File: config.mk
export PLATFORM = sky130hd
export DESIGN_NAME = fbp_ctrl
export DESIGN_NICKNAME = d
export VERILOG_FILES = /design/src/fbp_pkg.sv /design/src/fbp_cycle.sv /design/src/fbp_ctrl.sv
export SDC_FILE = /design/constraint.sdc
export NUM_CORES = 1
export LEC_CHECK = 0
export ABC_AREA = 1
export BUFFER_PORTS_ARGS = -buffer_cell sky130_fd_sc_hd__buf_2
export CAP_MARGIN = 20
export CORE_ASPECT_RATIO = 1.5
export CORE_UTILIZATION = 45
export CTS_BUF_LIST = sky130_fd_sc_hd__clkbuf_4 sky130_fd_sc_hd__clkbuf_8
export CTS_CLUSTER_DIAMETER = 30
export CTS_CLUSTER_SIZE = 30
export DETAILED_ROUTE_END_ITERATION = 6
export RECOVER_POWER = 25
export REMOVE_ABC_BUFFERS = 1
export SYNTH_ARGS = -nofsm -noshare
export SYNTH_HDL_FRONTEND = slang
export SYNTH_SLANG_ARGS = --single-unit
File: constraint.sdc
create_clock -name pclk -period 2.9 [get_ports pclk]
set_input_delay 0.145 -clock pclk [delete_from_list [all_inputs] [get_ports pclk]]
set_output_delay 0.145 -clock pclk [all_outputs]
set_load 0.005 [all_outputs]
File: src/fbp_pkg.sv
// Purpose: constants for the flash block protection command controller
// Assumes: x8/x16 parallel NOR bus, APB register port at 200 MHz
// Notes: offsets are byte addresses of 32-bit words
package fbp_pkg;
    // apb register offsets
    localparam logic [7:0] OFF_CMD = 8'h00;
    localparam logic [7:0] OFF_ADDR = 8'h04;
    localparam logic [7:0] OFF_DATA = 8'h08;
    localparam logic [7:0] OFF_STAT = 8'h0C;
    localparam logic [7:0] OFF_RDAT = 8'h10;
    localparam logic [7:0] OFF_PW_LO = 8'h14;
    localparam logic [7:0] OFF_PW_HI = 8'h18;
    // command register fields
    localparam int CMD_OP_LSB = 0;
    localparam int CMD_WORD_BIT = 8;
    // operation codes written by software
    localparam logic [3:0] OP_ENTER = 4'h1;
    localparam logic [3:0] OP_WRITE = 4'h2;
    localparam logic [3:0] OP_READ = 4'h3;
    localparam logic [3:0] OP_EXIT = 4'h4;
    localparam logic [3:0] OP_PW_READ = 4'h5;
    localparam logic [3:0] OP_PW_UNLOCK = 4'h6;
    localparam logic [3:0] OP_CLR_ALL = 4'h7;
    localparam logic [3:0] OP_EXT_EXIT = 4'h8;
    // status fields
    localparam int ST_BUSY = 0;
    localparam int ST_REFUSED = 1;
    localparam int ST_DONE = 2;
    // flash command codes
    localparam logic [7:0] CODE_UNLK1 = 8'hAA;
    localparam logic [7:0] CODE_UNLK2 = 8'h55;
    localparam logic [7:0] CODE_LOCKREG = 8'h40;
    localparam logic [7:0] CODE_PASSWORD = 8'h60;
    localparam logic [7:0] CODE_NONVOL = 8'hC0;
    localparam logic [7:0] CODE_LOCKBIT = 8'h50;
    localparam logic [7:0] CODE_VOLATILE = 8'hE0;
    localparam logic [7:0] CODE_EXTBLK = 8'h88;
    localparam logic [7:0] CODE_PROGRAM = 8'hA0;
    localparam logic [7:0] CODE_CLR1 = 8'h80;
    localparam logic [7:0] CODE_CLR2 = 8'h30;
    localparam logic [7:0] CODE_PWU1 = 8'h25;
    localparam logic [7:0] CODE_PWU2 = 8'h03;
    localparam logic [7:0] CODE_PWU_END = 8'h29;
    localparam logic [7:0] CODE_EXIT1 = 8'h90;
    localparam logic [7:0] CODE_EXIT2 = 8'h00;
    // unlock addresses
    localparam logic [23:0] ADR_X8_A = 24'h00_0AAA;
    localparam logic [23:0] ADR_X8_B = 24'h00_0555;
    localparam logic [23:0] ADR_X16_A = 24'h00_0555;
    localparam logic [23:0] ADR_X16_B = 24'h00_02AA;
    // password geometry
    localparam int PW_BYTES = 8;
    localparam int PW_WORDS = 4;
    // block status answers
    localparam logic [7:0] BIT_PROTECTED = 8'h00;
    localparam logic [7:0] BIT_UNPROTECTED = 8'h01;
    // timing
    localparam int CLK_MHZ = 200;
    localparam int PWU_GAP_US = 1;
    localparam int PWU_GAP_CYC = PWU_GAP_US * CLK_MHZ;
    localparam int BUS_CYC = 16;
endpackage

File: src/fbp_cycle.sv
// Purpose: one asynchronous parallel bus cycle on the flash pins
// Assumes: pins synchronous to pclk
// Notes: write or read of fixed length in clocks
`timescale 1ns/1ps
module fbp_cycle #(
    parameter int CYC = fbp_pkg::BUS_CYC
) (
    // clock and reset
    input wire logic pclk,
    input wire logic presetn,
    // request
    input wire logic start,
    input wire logic wr,
    input wire logic [23:0] addr,
    input wire logic [15:0] wdata,
    output logic done,
    output logic [15:0] rdata,
    // flash pins
    output logic [23:0] f_addr,
    input wire logic [15:0] f_dq_i,
    output logic [15:0] f_dq_o,
    output logic f_dq_oe,
    output logic f_ce_n,
    output logic f_oe_n,
    output logic f_we_n
);
    logic [7:0] cnt_ff;
    logic act_ff;
    logic wr_ff;

    always_ff @(posedge pclk or negedge presetn) begin
        if (!presetn) begin
            cnt_ff <= 8'h00;
            act_ff <= 1'b0;
            wr_ff <= 1'b0;
            f_addr <= 24'h00_0000;
            f_dq_o <= 16'h0000;
            f_dq_oe <= 1'b0;
            f_ce_n <= 1'b1;
            f_oe_n <= 1'b1;
            f_we_n <= 1'b1;
            rdata <= 16'h0000;
            done <= 1'b0;
        end else begin
            done <= 1'b0;
            if (!act_ff && start) begin
                act_ff <= 1'b1;
                wr_ff <= wr;
                cnt_ff <= 8'h00;
                f_addr <= addr;
                f_dq_o <= wdata;
                f_dq_oe <= wr;
                f_ce_n <= 1'b0;
            end else if (act_ff) begin
                cnt_ff <= cnt_ff + 8'h01;
                if (cnt_ff == 8'(1)) begin
                    f_we_n <= !wr_ff;
                    f_oe_n <= wr_ff;
                end
                if (cnt_ff == 8'(CYC - 3)) begin
                    f_we_n <= 1'b1;
                    rdata <= f_dq_i;
                end
                if (cnt_ff == 8'(CYC - 2)) begin
                    f_oe_n <= 1'b1;
                    f_ce_n <= 1'b1;
                    f_dq_oe <= 1'b0;
                    act_ff <= 1'b0;
                    done <= 1'b1;
                end
            end
        end
    end
endmodule

File: src/fbp_ctrl.sv
// Purpose: host controller issuing block protection command sets to a parallel flash
// Assumes: apb slave at 200 MHz, one flash bus cycle engine
// Notes: software picks the operation, the controller builds the cycle sequence
// Function
// - password read is eight reads at addresses 0 to 7 in x8 mode
// - x8 password unlock is eleven cycles, bytes 2..7 ascending in cycles 5..10
// - x16 password unlock is seven cycles, words 2,3 in cycles 5,6
// - host covers full password over eight byte or four word addresses
// - host keeps one microsecond between unlock commands, device drops closer ones
// - entry is AA, 55, code at AAA/555/AAA x8 or 555/2AA/555 x16
// - password portions may be given in any order if all are covered; the flash model accepts them in ascending address order only
//
// The APB register port and the register addresses were left to the implementer.
`timescale 1ns/1ps
module fbp_ctrl #(
    parameter int PWU_GAP = fbp_pkg::PWU_GAP_CYC,
    parameter int CYC = fbp_pkg::BUS_CYC
) (
    // apb slave
    input wire logic pclk,
    input wire logic presetn,
    input wire logic psel,
    input wire logic penable,
    input wire logic pwrite,
    input wire logic [7:0] paddr,
    input wire logic [31:0] pwdata,
    output logic [31:0] prdata,
    output logic pready,
    output logic pslverr,
    // flash pins
    output logic [23:0] f_addr,
    input wire logic [15:0] f_dq_i,
    output logic [15:0] f_dq_o,
    output logic f_dq_oe,
    output logic f_ce_n,
    output logic f_oe_n,
    output logic f_we_n
);
    typedef enum logic [3:0] {
        ST_IDLE = 4'b0001,
        ST_ISSUE = 4'b0010,
        ST_WAIT = 4'b0100,
        ST_GAP = 4'b1000
    } fbp_state_e;

    fbp_state_e state_ff;
    logic [3:0] op_ff;
    logic word_ff;
    logic [7:0] code_ff;
    logic [23:0] addr_ff;
    logic [15:0] data_ff;
    logic [63:0] pw_ff;
    logic [31:0] rdat_ff;
    logic [3:0] step_ff;
    logic refused_ff;
    logic done_ff;
    logic [15:0] gap_ff;
    logic cyc_start;
    logic cyc_wr;
    logic [23:0] cyc_addr;
    logic [15:0] cyc_wdata;
    logic cyc_done;
    logic [15:0] cyc_rdata;
    logic [3:0] n_steps;
    logic busy;
    logic wr_acc;

    assign busy = (state_ff != ST_IDLE);
    assign pready = 1'b1;
    assign wr_acc = psel && penable && pwrite;

    // unlock address of step k of an entry prefix
    function automatic logic [23:0] unlk_addr(input logic wd, input logic [3:0] k);
        if (k == 4'd1) begin
            unlk_addr = wd ? fbp_pkg::ADR_X16_B : fbp_pkg::ADR_X8_B;
        end else begin
            unlk_addr = wd ? fbp_pkg::ADR_X16_A : fbp_pkg::ADR_X8_A;
        end
    endfunction

    // password portion k, byte or word wide
    function automatic logic [15:0] pw_part(input logic [63:0] pw, input logic wd,
                                            input logic [3:0] k);
        if (wd) begin
            pw_part = pw[16*k[1:0] +: 16];
        end else begin
            pw_part = {8'h00, pw[8*k[2:0] +: 8]};
        end
    endfunction

    // number of bus cycles per operation
    always_comb begin
        unique case (op_ff)
            fbp_pkg::OP_ENTER: n_steps = 4'd3;
            fbp_pkg::OP_WRITE: n_steps = 4'd2;
            fbp_pkg::OP_READ: n_steps = 4'd1;
            fbp_pkg::OP_EXIT: n_steps = 4'd2;
            fbp_pkg::OP_PW_READ: n_steps = word_ff ? 4'd4 : 4'd8;
            fbp_pkg::OP_PW_UNLOCK: n_steps = word_ff ? 4'd7 : 4'd11;
            fbp_pkg::OP_CLR_ALL: n_steps = 4'd2;
            fbp_pkg::OP_EXT_EXIT: n_steps = 4'd4;
            default: n_steps = 4'd1;
        endcase
    end

    // cycle content for the current step
    always_comb begin
        cyc_wr = 1'b1;
        cyc_addr = 24'h00_0000;
        cyc_wdata = 16'h0000;
        unique case (op_ff)
            fbp_pkg::OP_ENTER, fbp_pkg::OP_EXT_EXIT: begin
                if (step_ff < 4'd3) begin
                    cyc_addr = unlk_addr(word_ff, step_ff);
                end
                if (step_ff == 4'd0) begin
                    cyc_wdata = {8'h00, fbp_pkg::CODE_UNLK1};
                end else if (step_ff == 4'd1) begin
                    cyc_wdata = {8'h00, fbp_pkg::CODE_UNLK2};
                end else if (op_ff == fbp_pkg::OP_ENTER) begin
                    cyc_wdata = {8'h00, code_ff};
                end else if (step_ff == 4'd2) begin
                    cyc_wdata = {8'h00, fbp_pkg::CODE_EXIT1};
                end else begin
                    cyc_wdata = {8'h00, fbp_pkg::CODE_EXIT2};
                end
            end
            fbp_pkg::OP_WRITE: begin
                if (step_ff == 4'd0) begin
                    cyc_wdata = {8'h00, fbp_pkg::CODE_PROGRAM};
                end else begin
                    cyc_addr = addr_ff;
                    cyc_wdata = data_ff;
                end
            end
            fbp_pkg::OP_READ: begin
                cyc_wr = 1'b0;
                cyc_addr = addr_ff;
            end
            fbp_pkg::OP_EXIT: begin
                cyc_wdata = {8'h00, (step_ff == 4'd0) ? fbp_pkg::CODE_EXIT1
                                                      : fbp_pkg::CODE_EXIT2};
            end
            fbp_pkg::OP_PW_READ: begin
                cyc_wr = 1'b0;
                cyc_addr = {20'h0_0000, step_ff};
            end
            fbp_pkg::OP_PW_UNLOCK: begin
                if (step_ff == 4'd0) begin
                    cyc_wdata = {8'h00, fbp_pkg::CODE_PWU1};
                end else if (step_ff == 4'd1) begin
                    cyc_wdata = {8'h00, fbp_pkg::CODE_PWU2};
                end else if (step_ff == n_steps - 4'd1) begin
                    cyc_wdata = {8'h00, fbp_pkg::CODE_PWU_END};
                end else begin
                    cyc_addr = {20'h0_0000, step_ff - 4'd2};
                    cyc_wdata = pw_part(pw_ff, word_ff, step_ff - 4'd2);
                end
            end
            fbp_pkg::OP_CLR_ALL: begin
                cyc_wdata = {8'h00, (step_ff == 4'd0) ? fbp_pkg::CODE_CLR1
                                                      : fbp_pkg::CODE_CLR2};
            end
            default: begin
                cyc_wr = 1'b1;
            end
        endcase
    end

    assign cyc_start = (state_ff == ST_ISSUE);

    // sequencer
    always_ff @(posedge pclk or negedge presetn) begin
        if (!presetn) begin
            state_ff <= ST_IDLE;
            step_ff <= 4'd0;
            gap_ff <= 16'h0000;
            refused_ff <= 1'b0;
            done_ff <= 1'b0;
            rdat_ff <= 32'h0000_0000;
        end else begin
            if (gap_ff != 16'h0000) begin
                gap_ff <= gap_ff - 16'h0001;
            end
            unique case (state_ff)
                ST_IDLE: begin
                    if (wr_acc && paddr == fbp_pkg::OFF_CMD) begin
                        if (pwdata[3:0] == fbp_pkg::OP_PW_UNLOCK && gap_ff != 16'h0000) begin
                            refused_ff <= 1'b1;
                        end else begin
                            state_ff <= ST_ISSUE;
                            step_ff <= 4'd0;
                            done_ff <= 1'b0;
                            refused_ff <= 1'b0;
                        end
                    end
                end
                ST_ISSUE: begin
                    state_ff <= ST_WAIT;
                end
                ST_WAIT: begin
                    if (cyc_done) begin
                        if (!cyc_wr) begin
                            rdat_ff <= {16'h0000, cyc_rdata};
                        end
                        if (step_ff == n_steps - 4'd1) begin
                            state_ff <= ST_GAP;
                        end else begin
                            step_ff <= step_ff + 4'd1;
                            state_ff <= ST_ISSUE;
                        end
                    end
                end
                ST_GAP: begin
                    if (op_ff == fbp_pkg::OP_PW_UNLOCK) begin
                        gap_ff <= 16'(PWU_GAP);
                    end
                    state_ff <= ST_IDLE;
                    done_ff <= 1'b1;
                end
                default: begin
                    state_ff <= ST_IDLE;
                end
            endcase
        end
    end

    // software registers
    always_ff @(posedge pclk or negedge presetn) begin
        if (!presetn) begin
            op_ff <= 4'h0;
            word_ff <= 1'b0;
            code_ff <= 8'h00;
            addr_ff <= 24'h00_0000;
            data_ff <= 16'h0000;
            pw_ff <= 64'hFFFF_FFFF_FFFF_FFFF;
        end else if (wr_acc && !busy) begin
            unique case (paddr)
                fbp_pkg::OFF_CMD: begin
                    op_ff <= pwdata[3:0];
                    word_ff <= pwdata[fbp_pkg::CMD_WORD_BIT];
                    code_ff <= pwdata[23:16];
                end
                fbp_pkg::OFF_ADDR: addr_ff <= pwdata[23:0];
                fbp_pkg::OFF_DATA: data_ff <= pwdata[15:0];
                fbp_pkg::OFF_PW_LO: pw_ff[31:0] <= pwdata;
                fbp_pkg::OFF_PW_HI: pw_ff[63:32] <= pwdata;
                default: op_ff <= op_ff;
            endcase
        end
    end

    // read mux
    always_comb begin
        prdata = 32'h0000_0000;
        pslverr = 1'b0;
        unique case (paddr)
            fbp_pkg::OFF_CMD: prdata = {8'h00, code_ff, 7'h00, word_ff, 4'h0, op_ff};
            fbp_pkg::OFF_ADDR: prdata = {8'h00, addr_ff};
            fbp_pkg::OFF_DATA: prdata = {16'h0000, data_ff};
            fbp_pkg::OFF_STAT: prdata = {29'h0, done_ff, refused_ff, busy};
            fbp_pkg::OFF_RDAT: prdata = rdat_ff;
            fbp_pkg::OFF_PW_LO: prdata = pw_ff[31:0];
            fbp_pkg::OFF_PW_HI: prdata = pw_ff[63:32];
            default: pslverr = psel && penable;
        endcase
    end

    fbp_cycle #(.CYC(CYC)) u_cycle (
        .pclk(pclk),
        .presetn(presetn),
        .start(cyc_start),
        .wr(cyc_wr),
        .addr(cyc_addr),
        .wdata(cyc_wdata),
        .done(cyc_done),
        .rdata(cyc_rdata),
        .f_addr(f_addr),
        .f_dq_i(f_dq_i),
        .f_dq_o(f_dq_o),
        .f_dq_oe(f_dq_oe),
        .f_ce_n(f_ce_n),
        .f_oe_n(f_oe_n),
        .f_we_n(f_we_n)
    );

    // assertions
    property p_enter_first;
        @(posedge pclk) disable iff (!presetn)
        (cyc_start && op_ff == fbp_pkg::OP_ENTER && step_ff == 4'd0)
            |-> cyc_wdata[7:0] == fbp_pkg::CODE_UNLK1;
    endproperty
    a_enter_first: assert property (p_enter_first) else $error("entry not AA");

    property p_pw_steps;
        @(posedge pclk) disable iff (!presetn)
        (op_ff == fbp_pkg::OP_PW_UNLOCK) |-> n_steps == (word_ff ? 4'd7 : 4'd11);
    endproperty
    a_pw_steps: assert property (p_pw_steps) else $error("unlock length wrong");

    property p_gap;
        @(posedge pclk) disable iff (!presetn)
        (state_ff == ST_GAP && op_ff == fbp_pkg::OP_PW_UNLOCK) |=> gap_ff == 16'(PWU_GAP);
    endproperty
    a_gap: assert property (p_gap) else $error("unlock gap not armed");

    property p_pwread;
        @(posedge pclk) disable iff (!presetn)
        (cyc_start && op_ff == fbp_pkg::OP_PW_READ) |-> !cyc_wr && cyc_addr[3:0] == step_ff;
    endproperty
    a_pwread: assert property (p_pwread) else $error("password read address");

    property p_exit;
        @(posedge pclk) disable iff (!presetn)
        (cyc_start && op_ff == fbp_pkg::OP_EXIT && step_ff == 4'd1)
            |-> cyc_wdata[7:0] == fbp_pkg::CODE_EXIT2;
    endproperty
    a_exit: assert property (p_exit) else $error("exit second code");

    property p_ext_exit;
        @(posedge pclk) disable iff (!presetn)
        (cyc_start && op_ff == fbp_pkg::OP_EXT_EXIT && step_ff == 4'd2)
            |-> cyc_wdata[7:0] == fbp_pkg::CODE_EXIT1;
    endproperty
    a_ext_exit: assert property (p_ext_exit) else $error("extended exit third code");

    property p_dq_oe;
        @(posedge pclk) disable iff (!presetn)
        f_dq_oe |-> f_oe_n;
    endproperty
    a_dq_oe: assert property (p_dq_oe) else $error("data bus driven during read");

    c_unlock: cover property (@(posedge pclk) state_ff == ST_GAP && op_ff == fbp_pkg::OP_PW_UNLOCK);
    c_refused: cover property (@(posedge pclk) $rose(refused_ff));
    c_read: cover property (@(posedge pclk) state_ff == ST_GAP && op_ff == fbp_pkg::OP_READ);
endmodule

# After elaboration in Yosys (flattened, before gate mapping)
# Cells that the tools add are included.
[word_totals]
ff_bits = 230
input_bits = 61
out_inout_bits = 78
elab_cells = 161
[classes]
add_sub_neg = 5
order_cmp = 1
n_eq_ne = 30
n_shift = 2
mux = 62
bitwise_logic = 1
reduce_logical = 36
[ops]
columns = ["cell", "n"]
rows = [
  ["$pmux 32 s7", 1],
  ["$mux 16", 8],
  ["$pmux 24 s5", 1],
  ["$pmux 16 s5", 1],
  ["$mux 8", 8],
  ["$shiftx 64x7->16", 1],
  ["$shiftx 64x7->8", 1],
  ["$mux 4", 13],
  ["$mux 12", 3],
  ["$eq 8x4->1 const B", 4],
  ["$eq 4x3->1 const B", 6],
  ["$eq 8x5->1 const B", 3],
  ["$mux 24", 1],
  ["$mux 1", 21],
  ["$pmux 4 s5", 1],
  ["$reduce_and 3->1", 6],
  ["$eq 4x2->1 const B", 4],
  ["$reduce_bool 16->1", 1],
  ["$sub 16x1->16 const B", 1],
  ["$reduce_and 2->1", 7],
  ["$eq 4x1->1 const B", 3],
  ["$pmux 4 s3", 1],
  ["$reduce_bool 2->1", 6],
  ["$mux 11", 1],
  ["23 further kinds", 34],
]

# Depth between registers and ports, before layout
# Gate-level depths: netlist of run 1.
[logic_depth]
ltp_word = 9
depth_mapped = 22
mapped_depth_nobuf = 22

# Cells and area by module
# A second synthesis of run 1 with hierarchy kept.
[unflattened]
cells_unflattened = 1520
hier_area_um2 = 12214.2
[by_module_without_submodules]
columns = ["mod", "n_inst", "cells_per_inst", "area_each_um2", "seq_area_each_um2"]
rows = [
  ["fbp_ctrl", 1, 1191, 9291.4, 4060.1],
  ["fbp_cycle", 1, 329, 2922.8, 1780.5],
]

# Worst setup path before layout of run 1
# Ideal clock, no wire load.
[synth_timing]
path_kind = "register -> register"
startpoint = "register step_ff[1]"
endpoint = "register u_cycle.f_addr[1]"
setup_ns = 0.118
arrival_time_ns = 2.272
t_required_ns = 2.782
slack_ns = 0.510
stages_incl_launch_ff = 12
n_path_buf = 3
synth_period_minus_slack_ns = 2.390
path_cell_list = "dfrtp_1 -> buf_2 -> clkinv_1 -> clkbuf_1 -> ha_1 -> nand2_1 -> clkbuf_1 -> ha_1 -> nor2_1 -> a221oi_1 -> a21oi_1 -> a21o_1"
[synth_between]
elab_chain_cells = 5
elab_cells_between_ends = 12
cone_classes = "add/sub: 1; order compare: 1; eq/ne: 2; mux: 7; reduce/logical: 1"
[synth_lines]
columns = ["item", "line_no", "source"]
rows = [
  ["from (decl)", "fbp_ctrl.sv:54", "logic [3:0] step_ff;"],
  ["from (signal assigned)", "fbp_ctrl.sv:209", "step_ff <= step_ff + 4'd1;"],
  ["$sub 4x2->4 or $eq 4x4->1 (tied branches)", "--", ""],
  ["$mux 4", "fbp_ctrl.sv:153", "end else if (step_ff == n_steps - 4'd1) begin"],
  ["$mux 4", "fbp_ctrl.sv:151", "end else if (step_ff == 4'd1) begin"],
  ["$mux 4", "fbp_ctrl.sv:149", "if (step_ff == 4'd0) begin"],
  ["$pmux 24 s5 *", "fbp_ctrl.sv:111", "unique case (op_ff)"],
  ["to (signal assigned)", "fbp_cycle.sv:50", "f_addr <= addr;"],
  ["to (decl)", "fbp_cycle.sv:19", "output logic [23:0] f_addr,"],
]
# Every way passes the cells marked *; elsewhere a longest branch is shown, timed or not.
# A chain may end at the register's enable or synchronous reset.

# Final worst setup path of run 1
[layout_timing]
startpoint = "register op_ff[3]"
endpoint = "register u_cycle.f_dq_o[6]"
[layout_between]
elab_chain_cells = 9
elab_cells_between_ends = 19
cone_classes = "add/sub: 1; eq/ne: 8; mux: 8; reduce/logical: 2"
[layout_lines]
columns = ["item", "line_no", "source"]
rows = [
  ["from (decl)", "fbp_ctrl.sv:47", "logic [3:0] op_ff;"],
  ["from (signal assigned)", "fbp_ctrl.sv:240", "op_ff <= pwdata[3:0];"],
  ["from (signal assigned)", "fbp_ctrl.sv:248", "default: op_ff <= op_ff;"],
  ["$eq 4x2->1 or $eq 4x3->1 (tied branches)", "fbp_ctrl.sv:93, fbp_ctrl.sv:111", ""],
  ["$reduce_or 3->1 (no source line)", "--", ""],
  ["$pmux 4 s5", "fbp_ctrl.sv:93", "unique case (op_ff)"],
  ["$sub 4x1->4", "fbp_ctrl.sv:153", ""],
  ["$eq 4x4->1", "fbp_ctrl.sv:153", ""],
  ["$mux 16", "fbp_ctrl.sv:153", ""],
  ["$mux 16", "fbp_ctrl.sv:151", ""],
  ["$mux 16", "fbp_ctrl.sv:149", ""],
  ["$pmux 16 s5 *", "fbp_ctrl.sv:111", ""],
  ["to (signal assigned)", "fbp_cycle.sv:51", "f_dq_o <= wdata;"],
  ["to (decl)", "fbp_cycle.sv:21", "output logic [15:0] f_dq_o,"],
]
# Marks and branches as above.

==> results of run 1 <==
flip-flops by register name, summed over array words and instances, names as in the netlist, 4 cells and up:
register / cells
u_cycle.f_addr: 24
u_cycle.cnt_ff: 8
u_cycle.rdata: 16
data_ff: 16
addr_ff: 24
u_cycle.f_dq_o: 16
pw_ff: 64
step_ff: 4
op_ff: 4
rdat_ff: 16
code_ff: 8
gap_ff: 16
state_ff: 4
worst min path at each step:
stage	from	endpoint	slack [ps]	cells after the start
final	penable	refused_ff	60	4
after global routing	penable	refused_ff	80	4
after CTS	penable	refused_ff	30	4
after detailed placement	presetn	u_cycle.f_addr[20]	200	1
after global placement	presetn	u_cycle.f_addr[20]	200	1
after floorplan	presetn	addr_ff[0]	-150	0
per-layer routing:
layer,up-vias,GRT usage (%),part of all wire (%)
met1,5219,35.9,40
li1,5318,-,-
met3,122,4.60,5.6
met4,0,18.9,6.4
met2,430,50.7,48
met5,-,0,0
cell type report:
cell class,instances,area (sq um)
clock buffer,55,713
multi-input combinational,1023,5000
fill,2503,11300
tap,333,417
timing repair buffer,227,1530
clock inverter,22,298
sequential,230,5840
inverter,165,619
critical path, stage by stage (launching register included):
cell and delay (ps):
dfrtp_1 440, inv_2 100, nor2_1 50, nand2_1 120, nand2_2 130, nor2_1 130
nand2_1 80, nand2_2 80, inv_1 40, ha_1 280, xor2_1 160, nand2_1 100
nor2_4 120, nand3_4 170, buf_4 220, nand3_1 110, nand3_1 80, nand2_1 60
nand2_1 50
timing repair:
action	4_1_cts	5_1_grt
endpoints found under the setup margin	0	1
buffers inserted	0	0
hold endpoints to repair	202	0
gates resized for setup	0	2
hold buffers	49	0
logic make-up after synthesis:
| logic type | after synthesis | share of synthesized area, % |
|---|---|---|
| other | 1 | 0.0319 |
| AOI/OAI and AO/OA | 384 | 18.4 |
| DFF | 230 | 49.6 |
| buffers and inverters | 238 | 8.03 |
| and+or+nand+nor | 612 | 21.6 |
| xor gates and xnor gates | 13 | 0.967 |
| adders and majority gates | 13 | 1.38 |
metrics by stage:
stage | instance area (sq um) | power, mW | cells | setup slack (ps)
2_1_floorplan | 11400 | 4.92 | 1418 | -828
3_3_place_gp | 12900 | 5.48 | 1929 | 324
3_5_place_dp | 12900 | 5.51 | 1929 | 258
4_1_cts | 14400 | 9.26 | 2055 | 233
5_1_grt | 14400 | 9.67 | 2055 | 9.92
6_report | 14400 | 9.17 | 2055 | 274
power groups by stage:
stage          clock (mW)  sequential (mW)  combinational (mW)
2_1_floorplan           0             3.87                1.05
5_1_grt              3.87             3.89                1.91
3_5_place_dp            0             3.89                1.62
3_3_place_gp            0             3.88                1.60
4_1_cts              3.74             3.84                1.68
6_report             3.66             3.84                1.67
synth_stat cells, types with 18 or more instances:
cell / instances / share of area, %
nor2_1: 115 / 3.7
dfstp_2: 68 / 15
dfrtp_1: 162 / 34
nand3_1: 50 / 2.1
a21oi_1: 63 / 2.7
inv_1: 150 / 4.8
o21ai_1: 18 / 0.77
nand2_1: 388 / 12
o21ai_0: 213 / 9.1
o22ai_1: 20 / 1.1
buf_2: 18 / 0.77
clkbuf_1: 48 / 1.5
==> results by group, run 1 <==
Power and ir drop
  • Switching Power: 2.80 mW
  • Worst ir drop on vdd: 0.428 mV
  • Int Pwr: 6.37 mW
  • Switch share: 30.6%
  • Clock share of power: 39.9%
  • Pwr Density: 636 mW/mm^2
  • Comb power frac: 18.2%
  • P_leak: 6.84 nW
  • Sequential group share of total power: 41.9%

CTS
  • H-tree Lvls: 2
  • CTS Sinks: 230
  • Clk_lat worst skew: 580 ps
  • CTS max path bufs: 3
  • CTS buffer count: 42
  • Clock transition at path regs: 60 ps
  • CTS root buf: clkbuf_8
  • CTS tree: built

Cells and area
  • Layout net count: 1763
  • ANT cells: 0
  • Most frequent cells in the layout: 388 x nand2_1, 213 x o21ai_0, 162 x dfrtp_1
  • Most common cell after layout, fill and taps aside: nand2_1
  • Area grow syn2layout: 22.5%
  • Final Util: 56.0%
  • Share of cells above drive strength 1: 21.4%

Die
  • Core area: 0.0258 sq mm
  • IO Pins: 139
  • Width of the die: 134 um
  • Starting density of the core: 45.7%
  • DIE AREA: 0.0268 sq mm
  • Placement row count: 72
  • Height of the die: 200 um

STA
  • Final setup TNS: 0 ps
  • Worst Tran Pin Value: 2280 ps
  • Tcrit/Tclk final: 90.6%
  • Tmin final: 2630 ps
  • Worst Clk Skew: 34.4 ps
  • Final Hold Vio Count: 0
  • Max-slew violations: 81
  • RSZ-0062 raised after global routing: no
  • Relative slew slack: -52.1%
  • Hold Slack: 59.4 ps
  • # setup viols final: 0
  • Peak Freq: 381 MHz

Logic synthesis
  • Synth Flop Type: dfrtp_1
  • Yosys warns: 0
  • Mean Syn Cell Area: 7.90 sq um
  • Seq/Total Area, Yosys: 49.6%
  • Number of synthesized register bits: 230
  • Post-synth EDFFs: 0
  • Synthesized cell area: 0.0118 sq mm
  • Mapped Cells: 1491
  • Ys async rst share: 100%
  • Post-synth cell types: 52

Detailed routing
  • DRT iter0 DRCs: 655
  • Via count: 11100
  • DRC: 0
  • Wire per inst: 19.0 um
  • DR pass1 iterations: 5
  • Final wirelength: 39000 um
  • Via/cell ratio: 5.40
  • Post-DRT Antenna Nets: 0

Global route
  • First-pass GRT wire length: 60700 um
  • GRT overflow: 0
  • Number of global-route vias before repair: 10900
  • Global Route Usage Sum: 30.0%
  • Largest net degree at the start of global routing: 83
  • Antenna violations before repair: 0

Worst hold path
  • HP Class: in2reg

Critical path
  • CP Launch Point: op_ff[3]
  • Worst setup SP type: register
  • WS Path Type: reg2reg
  • Reg2reg end: u_cycle.f_dq_o[6]
  • R2R cell count: 18
  • Worst Path Required: 3340 ps
  • Worst Path Arrival: 3060 ps
  • Setup crit end kind: register
  • R2R Setup Slk: 270 ps
  • RR Startpoint: op_ff[3]
  • Worst-path maximum fanout: 10
  • End of the critical path: u_cycle.f_dq_o[6]

Placement
  • RePlAce Congestion: 0.907
  • Hpwl dp: 27400 um
  • IO buf count: 137

Outcome
  • Failing checks: capacitance limit, slew limit
  • Status: complete, but fails checks

Job
  • Number of max-cap violations: 1
No activity file was read; power rests on OpenSTA's default activity.
==> run 2: changes to the inputs <==
--- a/config.mk
+++ b/config.mk
@@ -5,7 +5,6 @@
 export SDC_FILE = /design/constraint.sdc
 export NUM_CORES = 1
 export LEC_CHECK = 0
-export ABC_AREA = 1
 export BUFFER_PORTS_ARGS = -buffer_cell sky130_fd_sc_hd__buf_2
 export CAP_MARGIN = 20
 export CORE_ASPECT_RATIO = 1.5
@@ -14,7 +13,7 @@
 export CTS_CLUSTER_DIAMETER = 30
 export CTS_CLUSTER_SIZE = 30
 export DETAILED_ROUTE_END_ITERATION = 6
-export RECOVER_POWER = 25
+export RECOVER_POWER = 100
 export REMOVE_ABC_BUFFERS = 1
 export SYNTH_ARGS = -nofsm -noshare
 export SYNTH_HDL_FRONTEND = slang
==> results by group, run 2 <==
Outcome
  • Status: complete, but fails checks
  • Failing checks: capacitance limit, slew limit

Die
  • Core area: 0.0259 sq mm
  • IO Pins: 139
  • DIE AREA: 0.0272 sq mm
  • Placement row count: 72
  • Height of the die: 201 um
  • Width of the die: 135 um
  • Starting density of the core: 46.0%

Placement
  • IO buf count: 137
  • Hpwl dp: 25100 um
  • RePlAce Congestion: 0.920
  • Place WS: -165 ps

Cells and area
  • Layout net count: 1310
  • Most frequent cells in the layout: 157 x dfrtp_1, 147 x mux2_2, 105 x buf_2
  • Top flop regs: pw_ff (64), addr_ff (24), u_cycle.f_addr (24)
  • Share of cells above drive strength 1: 43.2%
  • Largest Register: pw_ff
  • Most common cell after layout, fill and taps aside: dfrtp_1
  • Max FFs per register: 64
  • ANT cells: 0
  • Area grow syn2layout: 26.3%

Logic synthesis
  • Top cells by area, synth: dfrtp_1 34%, dfstp_2 15%, mux2_2 14%
  • Post-synth top cells: 162 x dfrtp_1, 147 x mux2_2, 92 x nand2_1
  • Yosys top cell by area: dfrtp_1
  • Synthesized cell area: 0.0119 sq mm
  • Post-synth EDFFs: 0
  • Post-synth cell types: 82
  • Ys async rst share: 100%
  • Mapped Cells: 995
  • Mean Syn Cell Area: 12.0 sq um
  • Synth Flop Type: dfrtp_1
  • Top-area cell type share of the netlist area: 34.0%
  • Most common cell in the netlist: dfrtp_1
  • Number of synthesized register bits: 230
  • Yosys warns: 0
  • Seq/Total Area, Yosys: 49.0%

STA
  • Setup ws final: 108 ps
  • Worst Tran Pin Value: 2410 ps
  • Relative slew slack: -60.5%
  • # setup viols final: 0
  • Worst Clk Skew: 28.0 ps
  • Final Hold Vio Count: 0
  • RSZ-0062 raised after global routing: yes
  • Tmin final: 2790 ps
  • Final setup TNS: 0 ps
  • Peak Freq: 358 MHz
  • Tcrit/Tclk final: 96.3%
  • Max-slew violations: 91

Global route
  • GRT overflow: 0
  • Largest net degree at the start of global routing: 92
  • First-pass GRT wire length: 56900 um
  • Antenna violations before repair: 0
  • Global Route Usage Sum: 27.9%
  • Number of global-route vias before repair: 9815

Power and ir drop
  • Power, Total: 9.45 mW
  • Switch share: 27.4%
  • Worst ir drop on vdd: 0.565 mV
  • Pwr Density: 627 mW/mm^2
  • Sequential group share of total power: 35.7%
  • Int Pwr: 6.86 mW
  • Comb power frac: 18.0%
  • Clock share of power: 46.3%
  • P_leak: 6.94 nW
  • Switching Power: 2.58 mW

Critical path
  • Worst setup SP type: register
  • Setup crit end kind: register
  • R2R cell count: 12
  • RR Startpoint: op_ff[3]
  • Worst Path Required: 3400 ps
  • Reg2reg end: step_ff[2]
  • Worst Path Arrival: 3290 ps
  • Worst-path maximum fanout: 8
  • WS Path Type: reg2reg
  • R2R Setup Slk: 110 ps

Detailed routing
  • Via count: 9526
  • DR pass1 iterations: 6
  • Highest Signal Layer: met4
  • Routed length on met2: 19100 um
  • Post-DRT Antenna Nets: 0
  • DRT iter0 DRCs: 581
  • Wire per inst: 23.1 um
  • Wl on met1: 14500 um
  • Via/cell ratio: 5.93
  • Routed length on met3: 1910 um
  • Final wirelength: 37100 um
  • DRC: 0

CTS
  • H-tree Lvls: 2
  • Clock transition at path regs: 60 ps
  • CTS root buf: clkbuf_8
  • CTS tree: built
  • CTS buffer count: 46
  • CTS Sinks: 230
  • Clk_lat worst skew: 580 ps
  • CTS max path bufs: 3

Worst hold path
  • Worst Hold Path EP: state_ff[0]
  • Hold Path Cell Cnt: 4
  • Min-delay src: paddr[3]
  • HP Class: in2reg

Job
  • Number of max-cap violations: 1
[run 2: cell count changes in the layout (fill, tap and decap cells not counted), sizes merged, moves of 43 or more]
cell / previous run / this run
nand2: 398 / 95
o21ai: 231 / 45
mux2: 0 / 150
inv: 164 / 19
nor2: 125 / 35
clkbuf: 57 / 100
[run 2: worst max path at each step]
| stage | from | to | slack [ps] | cells past startpoint |
|---|---|---|---|---|
| after floorplan | step_ff[0] | u_cycle.f_addr[3] | -560 | 9 |
| after global placement | op_ff[2] | u_cycle.f_dq_o[10] | -130 | 10 |
| after detailed placement | op_ff[2] | u_cycle.f_dq_o[9] | -160 | 10 |
| after CTS | op_ff[2] | step_ff[2] | -20 | 11 |
| after global routing | op_ff[0] | step_ff[2] | -50 | 11 |
| final | op_ff[3] | step_ff[2] | 110 | 12 |
[run 2: final cells by class]
class,instances,area [sq um]
Clock buffer,59,793
Clock inverter,27,447
Fill cell,2247,10900
Inverter,17,63.8
Multi-Input combinational cell,685,5810
Sequential cell,230,5850
Tap cell,333,417
Timing Repair Buffer,256,1680
[run 2: kinds of logic after synthesis]
logic type,synth area share [%]
adders and majority gates,1.36
buffers and inverters,3.05
and+or+nand+nor,10.7
other,0.0314
xor gates and xnor gates,1.40
DFF,49.0
muxes,21.0
AOI/OAI and AO/OA,13.5
[run 2: power by group through the flow]
stage | Combinational, mW | Sequential [mW] | Clock (mW)
6_report | 1.70 | 3.37 | 4.37
5_1_grt | 1.85 | 3.38 | 4.57
4_1_cts | 1.66 | 3.37 | 4.45
3_5_place_dp | 1.59 | 3.42 | 0
3_3_place_gp | 1.58 | 3.42 | 0
2_1_floorplan | 0.858 | 3.58 | 0
[run 2: routing by layer]
| layer | up-vias | global-route usage [%] |
|---|---|---|
| li1 | 4247 | - |
| met1 | 4853 | 33.7 |
| met2 | 330 | 48.3 |
| met3 | 96 | 4.48 |
| met4 | 0 | 12.8 |
| met5 | - | 0 |
[run 2: critical path, stage by stage (launching register included)]
cell and delay [ps]:
dfrtp_2 460, buf_6 140, nor4b_4 340, nor4_4 90, inv_1 70, ha_2 180
xor2_2 200, a211o_1 130, nand4_1 180, a211oi_4 360, buf_4 180, mux2_2 320
nand2_1 50
[run 2: timing repair]
item / 4_1_cts / 5_1_grt
setup buffers: 0 / 4
endpoints found under the hold margin: 191 / 0
endpoints found under the setup margin: 9 / 21
hold buffers: 49 / 0
pin swaps: 0 / 7
gates resized for setup: 3 / 16
[run 2: through the flow]
stage                     utilization (%)  hold slack (ps)  area (sq um)  std cells
after floorplan                         -             -151         11600        932
after global placement               51.2              207         13300       1468
after detailed placement             51.2              211         13300       1468
after CTS                            57.9              148         15000       1603
after global routing                 58.0              196         15100       1607
final                                58.0              186         15100       1607
==> run 3: changes to the inputs <==
--- a/config.mk
+++ b/config.mk
@@ -7,7 +7,7 @@
 export LEC_CHECK = 0
 export BUFFER_PORTS_ARGS = -buffer_cell sky130_fd_sc_hd__buf_2
 export CAP_MARGIN = 20
-export CORE_ASPECT_RATIO = 1.5
+export CORE_ASPECT_RATIO = 0.5
 export CORE_UTILIZATION = 45
 export CTS_BUF_LIST = sky130_fd_sc_hd__clkbuf_4 sky130_fd_sc_hd__clkbuf_8
 export CTS_CLUSTER_DIAMETER = 30
@@ -17,4 +17,5 @@
 export REMOVE_ABC_BUFFERS = 1
 export SYNTH_ARGS = -nofsm -noshare
 export SYNTH_HDL_FRONTEND = slang
+export SYNTH_HIERARCHICAL = 1
 export SYNTH_SLANG_ARGS = --single-unit
==> results by group, run 3 <==
Critical path
  • RR Startpoint: gap_ff[7]
  • CP most frequent cell: or4_1
  • Reg2reg end: gap_ff[4]
  • Crit path depth: 6
  • CP Cell Sequence: or4_4 > or4_1 > or4_1 > nand3_2 > xor2_1 > nor2_1
  • Worst setup SP type: register
  • Worst Path Required: 3330 ps
  • WS Path Type: reg2reg
  • R2R Setup Slk: 130 ps
  • R2R cell count: 6
  • End of the critical path: gap_ff[4]
  • Max incr delay on CP: 720 ps
  • Slowest CP cell: or4_1
  • Worst Path Arrival: 3200 ps
  • Worst-path maximum fanout: 7
  • CP delay by family, top: simple AND/OR/NAND/NOR gates
  • Buf+Inv Stages, Crit Path: 0
  • Setup crit end kind: register
  • CP Launch Point: gap_ff[7]

Die
  • Core area: 0.0255 sq mm
  • Height of the die: 117 um
  • DIE AREA: 0.0271 sq mm
  • IO Pins: 139
  • Placement row count: 41
  • Width of the die: 232 um
  • Starting density of the core: 46.5%

CTS
  • CTS tree: built
  • CTS buffer count: 35
  • CTS Sinks: 230
  • Postcts setup bufs: 0
  • CTS root buf: clkbuf_8
  • Clock transition at path regs: 70 ps
  • H-tree Lvls: 2
  • CTS max path bufs: 3
  • Clk_lat worst skew: 560 ps

Logic synthesis
  • Yosys warns: 6
  • Top-area cell type share of the netlist area: 34.1%
  • Top cells by area, synth: dfrtp_1 34%, dfstp_2 15%, mux2_2 13%
  • Yosys top cell by area: dfrtp_1
  • Number of synthesized register bits: 230
  • Post-synth top cells: 186 x nand2_1, 162 x dfrtp_1, 140 x mux2_2
  • Synth Flop Type: dfrtp_1
  • Post-synth EDFFs: 0
  • Post-synth cell types: 72
  • Seq/Total Area, Yosys: 49.2%
  • Mapped Cells: 1035
  • Ys async rst share: 100%
  • Most common cell in the netlist: nand2_1
  • Mean Syn Cell Area: 11.5 sq um
  • Synthesized cell area: 0.0119 sq mm

Global route
  • GRT overflow: 0
  • Largest net degree at the start of global routing: 91
  • Number of global-route vias before repair: 9244
  • Antenna violations before repair: 0
  • First-pass GRT wire length: 56200 um
  • Global Route Usage Sum: 27.9%

STA
  • RSZ-0062 raised after global routing: no
  • Max-slew violations: 0
  • Worst Tran Pin Value: 1500 ps
  • Relative slew slack: 0.0458%
  • # setup viols final: 0
  • Final Hold Vio Count: 0
  • Tcrit/Tclk final: 95.5%
  • Tmin final: 2770 ps
  • Worst Clk Skew: 22.5 ps
  • Peak Freq: 361 MHz

Power and ir drop
  • P_leak: 6.86 nW
  • Switch share: 24.5%
  • Pwr Density: 475 mW/mm^2
  • Sequential group share of total power: 48.4%
  • Power, Total: 6.80 mW
  • Int Pwr: 5.13 mW
  • Comb power frac: 4.7%
  • Switching Power: 1.67 mW
  • Clock share of power: 46.9%
  • Worst ir drop on vdd: 0.290 mV

Cells and area
  • Largest Register: pw_ff
  • Most common cell after layout, fill and taps aside: nand2_1
  • Max FFs per register: 64
  • Final Util: 56.0%
  • Share of cells above drive strength 1: 36.5%
  • Top flop regs: pw_ff (64), addr_ff (24), u_cycle/f_addr (24)
  • Fill count: 2290
  • Final std cells w/o fill: 1614
  • Most frequent cells in the layout: 186 x nand2_1, 159 x dfrtp_1, 139 x mux2_2
  • Layout net count: 1317
  • Area grow syn2layout: 20.5%
  • ANT cells: 0

Detailed routing
  • DRC: 0
  • Post-DRT Antenna Nets: 0
  • DRT iter0 DRCs: 828
  • DR pass1 iterations: 5
  • Via count: 9399
  • Final wirelength: 37300 um
  • Wire per inst: 23.1 um
  • Via/cell ratio: 5.82

Placement
  • RePlAce Congestion: 0.965
  • Cells after DPL: 1501
  • IO buf count: 137
  • Hpwl dp: 25200 um

Outcome
  • Status: complete, but fails checks
  • Failing checks: capacitance limit

Job
  • Number of max-cap violations: 1

Worst hold path
  • HP Class: in2async
## run 3: through the flow
| stage | setup slack, ps | hold slack (ps) | setup TNS [ps] | area [sq um] |
|---|---|---|---|---|
| after floorplan | -1040 | -151 | -49180 | 11600 |
| after global routing | 32.3 | 243 | 0 | 14300 |
| after detailed placement | 33.7 | 228 | 0 | 13200 |
| after CTS | 21.1 | 203 | 0 | 14500 |
| after global placement | 105 | 213 | 0 | 13200 |
| final | 131 | 224 | 0 | 14300 |
## run 3: layout make-up
type,count,area [sq um],share of cell area [%]
Tap cell,344,430,3.01
Timing Repair Buffer,242,1510,10.5
Sequential cell,230,5840,40.8
Inverter,14,52.6,0.367
Clock inverter,24,294,2.05
Clock buffer,40,532,3.71
Multi-Input combinational cell,720,5660,39.5
## run 3: power by group through the flow
stage          registers, mW  clock network [mW]  logic [mW]
3_3_place_gp            3.35                   0       0.274
3_5_place_dp            3.35                   0       0.281
6_report                3.29                3.19       0.316
5_1_grt                 3.29                3.41       0.348
4_1_cts                 3.29                3.27       0.333
2_1_floorplan           3.34                   0      0.0906
## run 3: cells by family after synthesis
logic type,Yosys count,share of synthesized area [%]
buf+inv,85,2.97
compound gates,157,9.88
fa+ha+maj,13,1.37
xor+xnor,18,1.33
simple gates,337,13.7
mux,194,21.6
other cells,1,0.0316
flops,230,49.2
## run 3: timing repair
action,4_1_cts,5_1_grt
hold endpoints to repair,197,0
gates resized for setup,0,4
endpoints found under the setup margin,0,11
hold buffers,49,0
## run 3: worst register-to-register path, stage by stage (launching register included)
cell and delay, ps:
dfrtp_1 430, or4_4 580, or4_1 570, or4_1 720, nand3_2 140, xor2_1 160
nor2_1 50
## run 3: worst min-delay path by stage
stage	slack, ps	endpoint	cells past startpoint
after detailed placement	230	addr_ff[13]	1
after CTS	200	refused_ff	4
after floorplan	-150	addr_ff[0]	0
after global placement	210	addr_ff[13]	1
final	220	u_cycle/f_addr[13]	2
after global routing	240	refused_ff	4
## run 3: metal layers
layer | vias up | GRT usage, % | share of wire (%)
li1 | 4187 | - | -
met2 | 320 | 40.9 | 43
met4 | 0 | 7.59 | 2.0
met3 | 60 | 6.52 | 7.3
met1 | 4832 | 41.3 | 48
met5 | - | 0 | 0
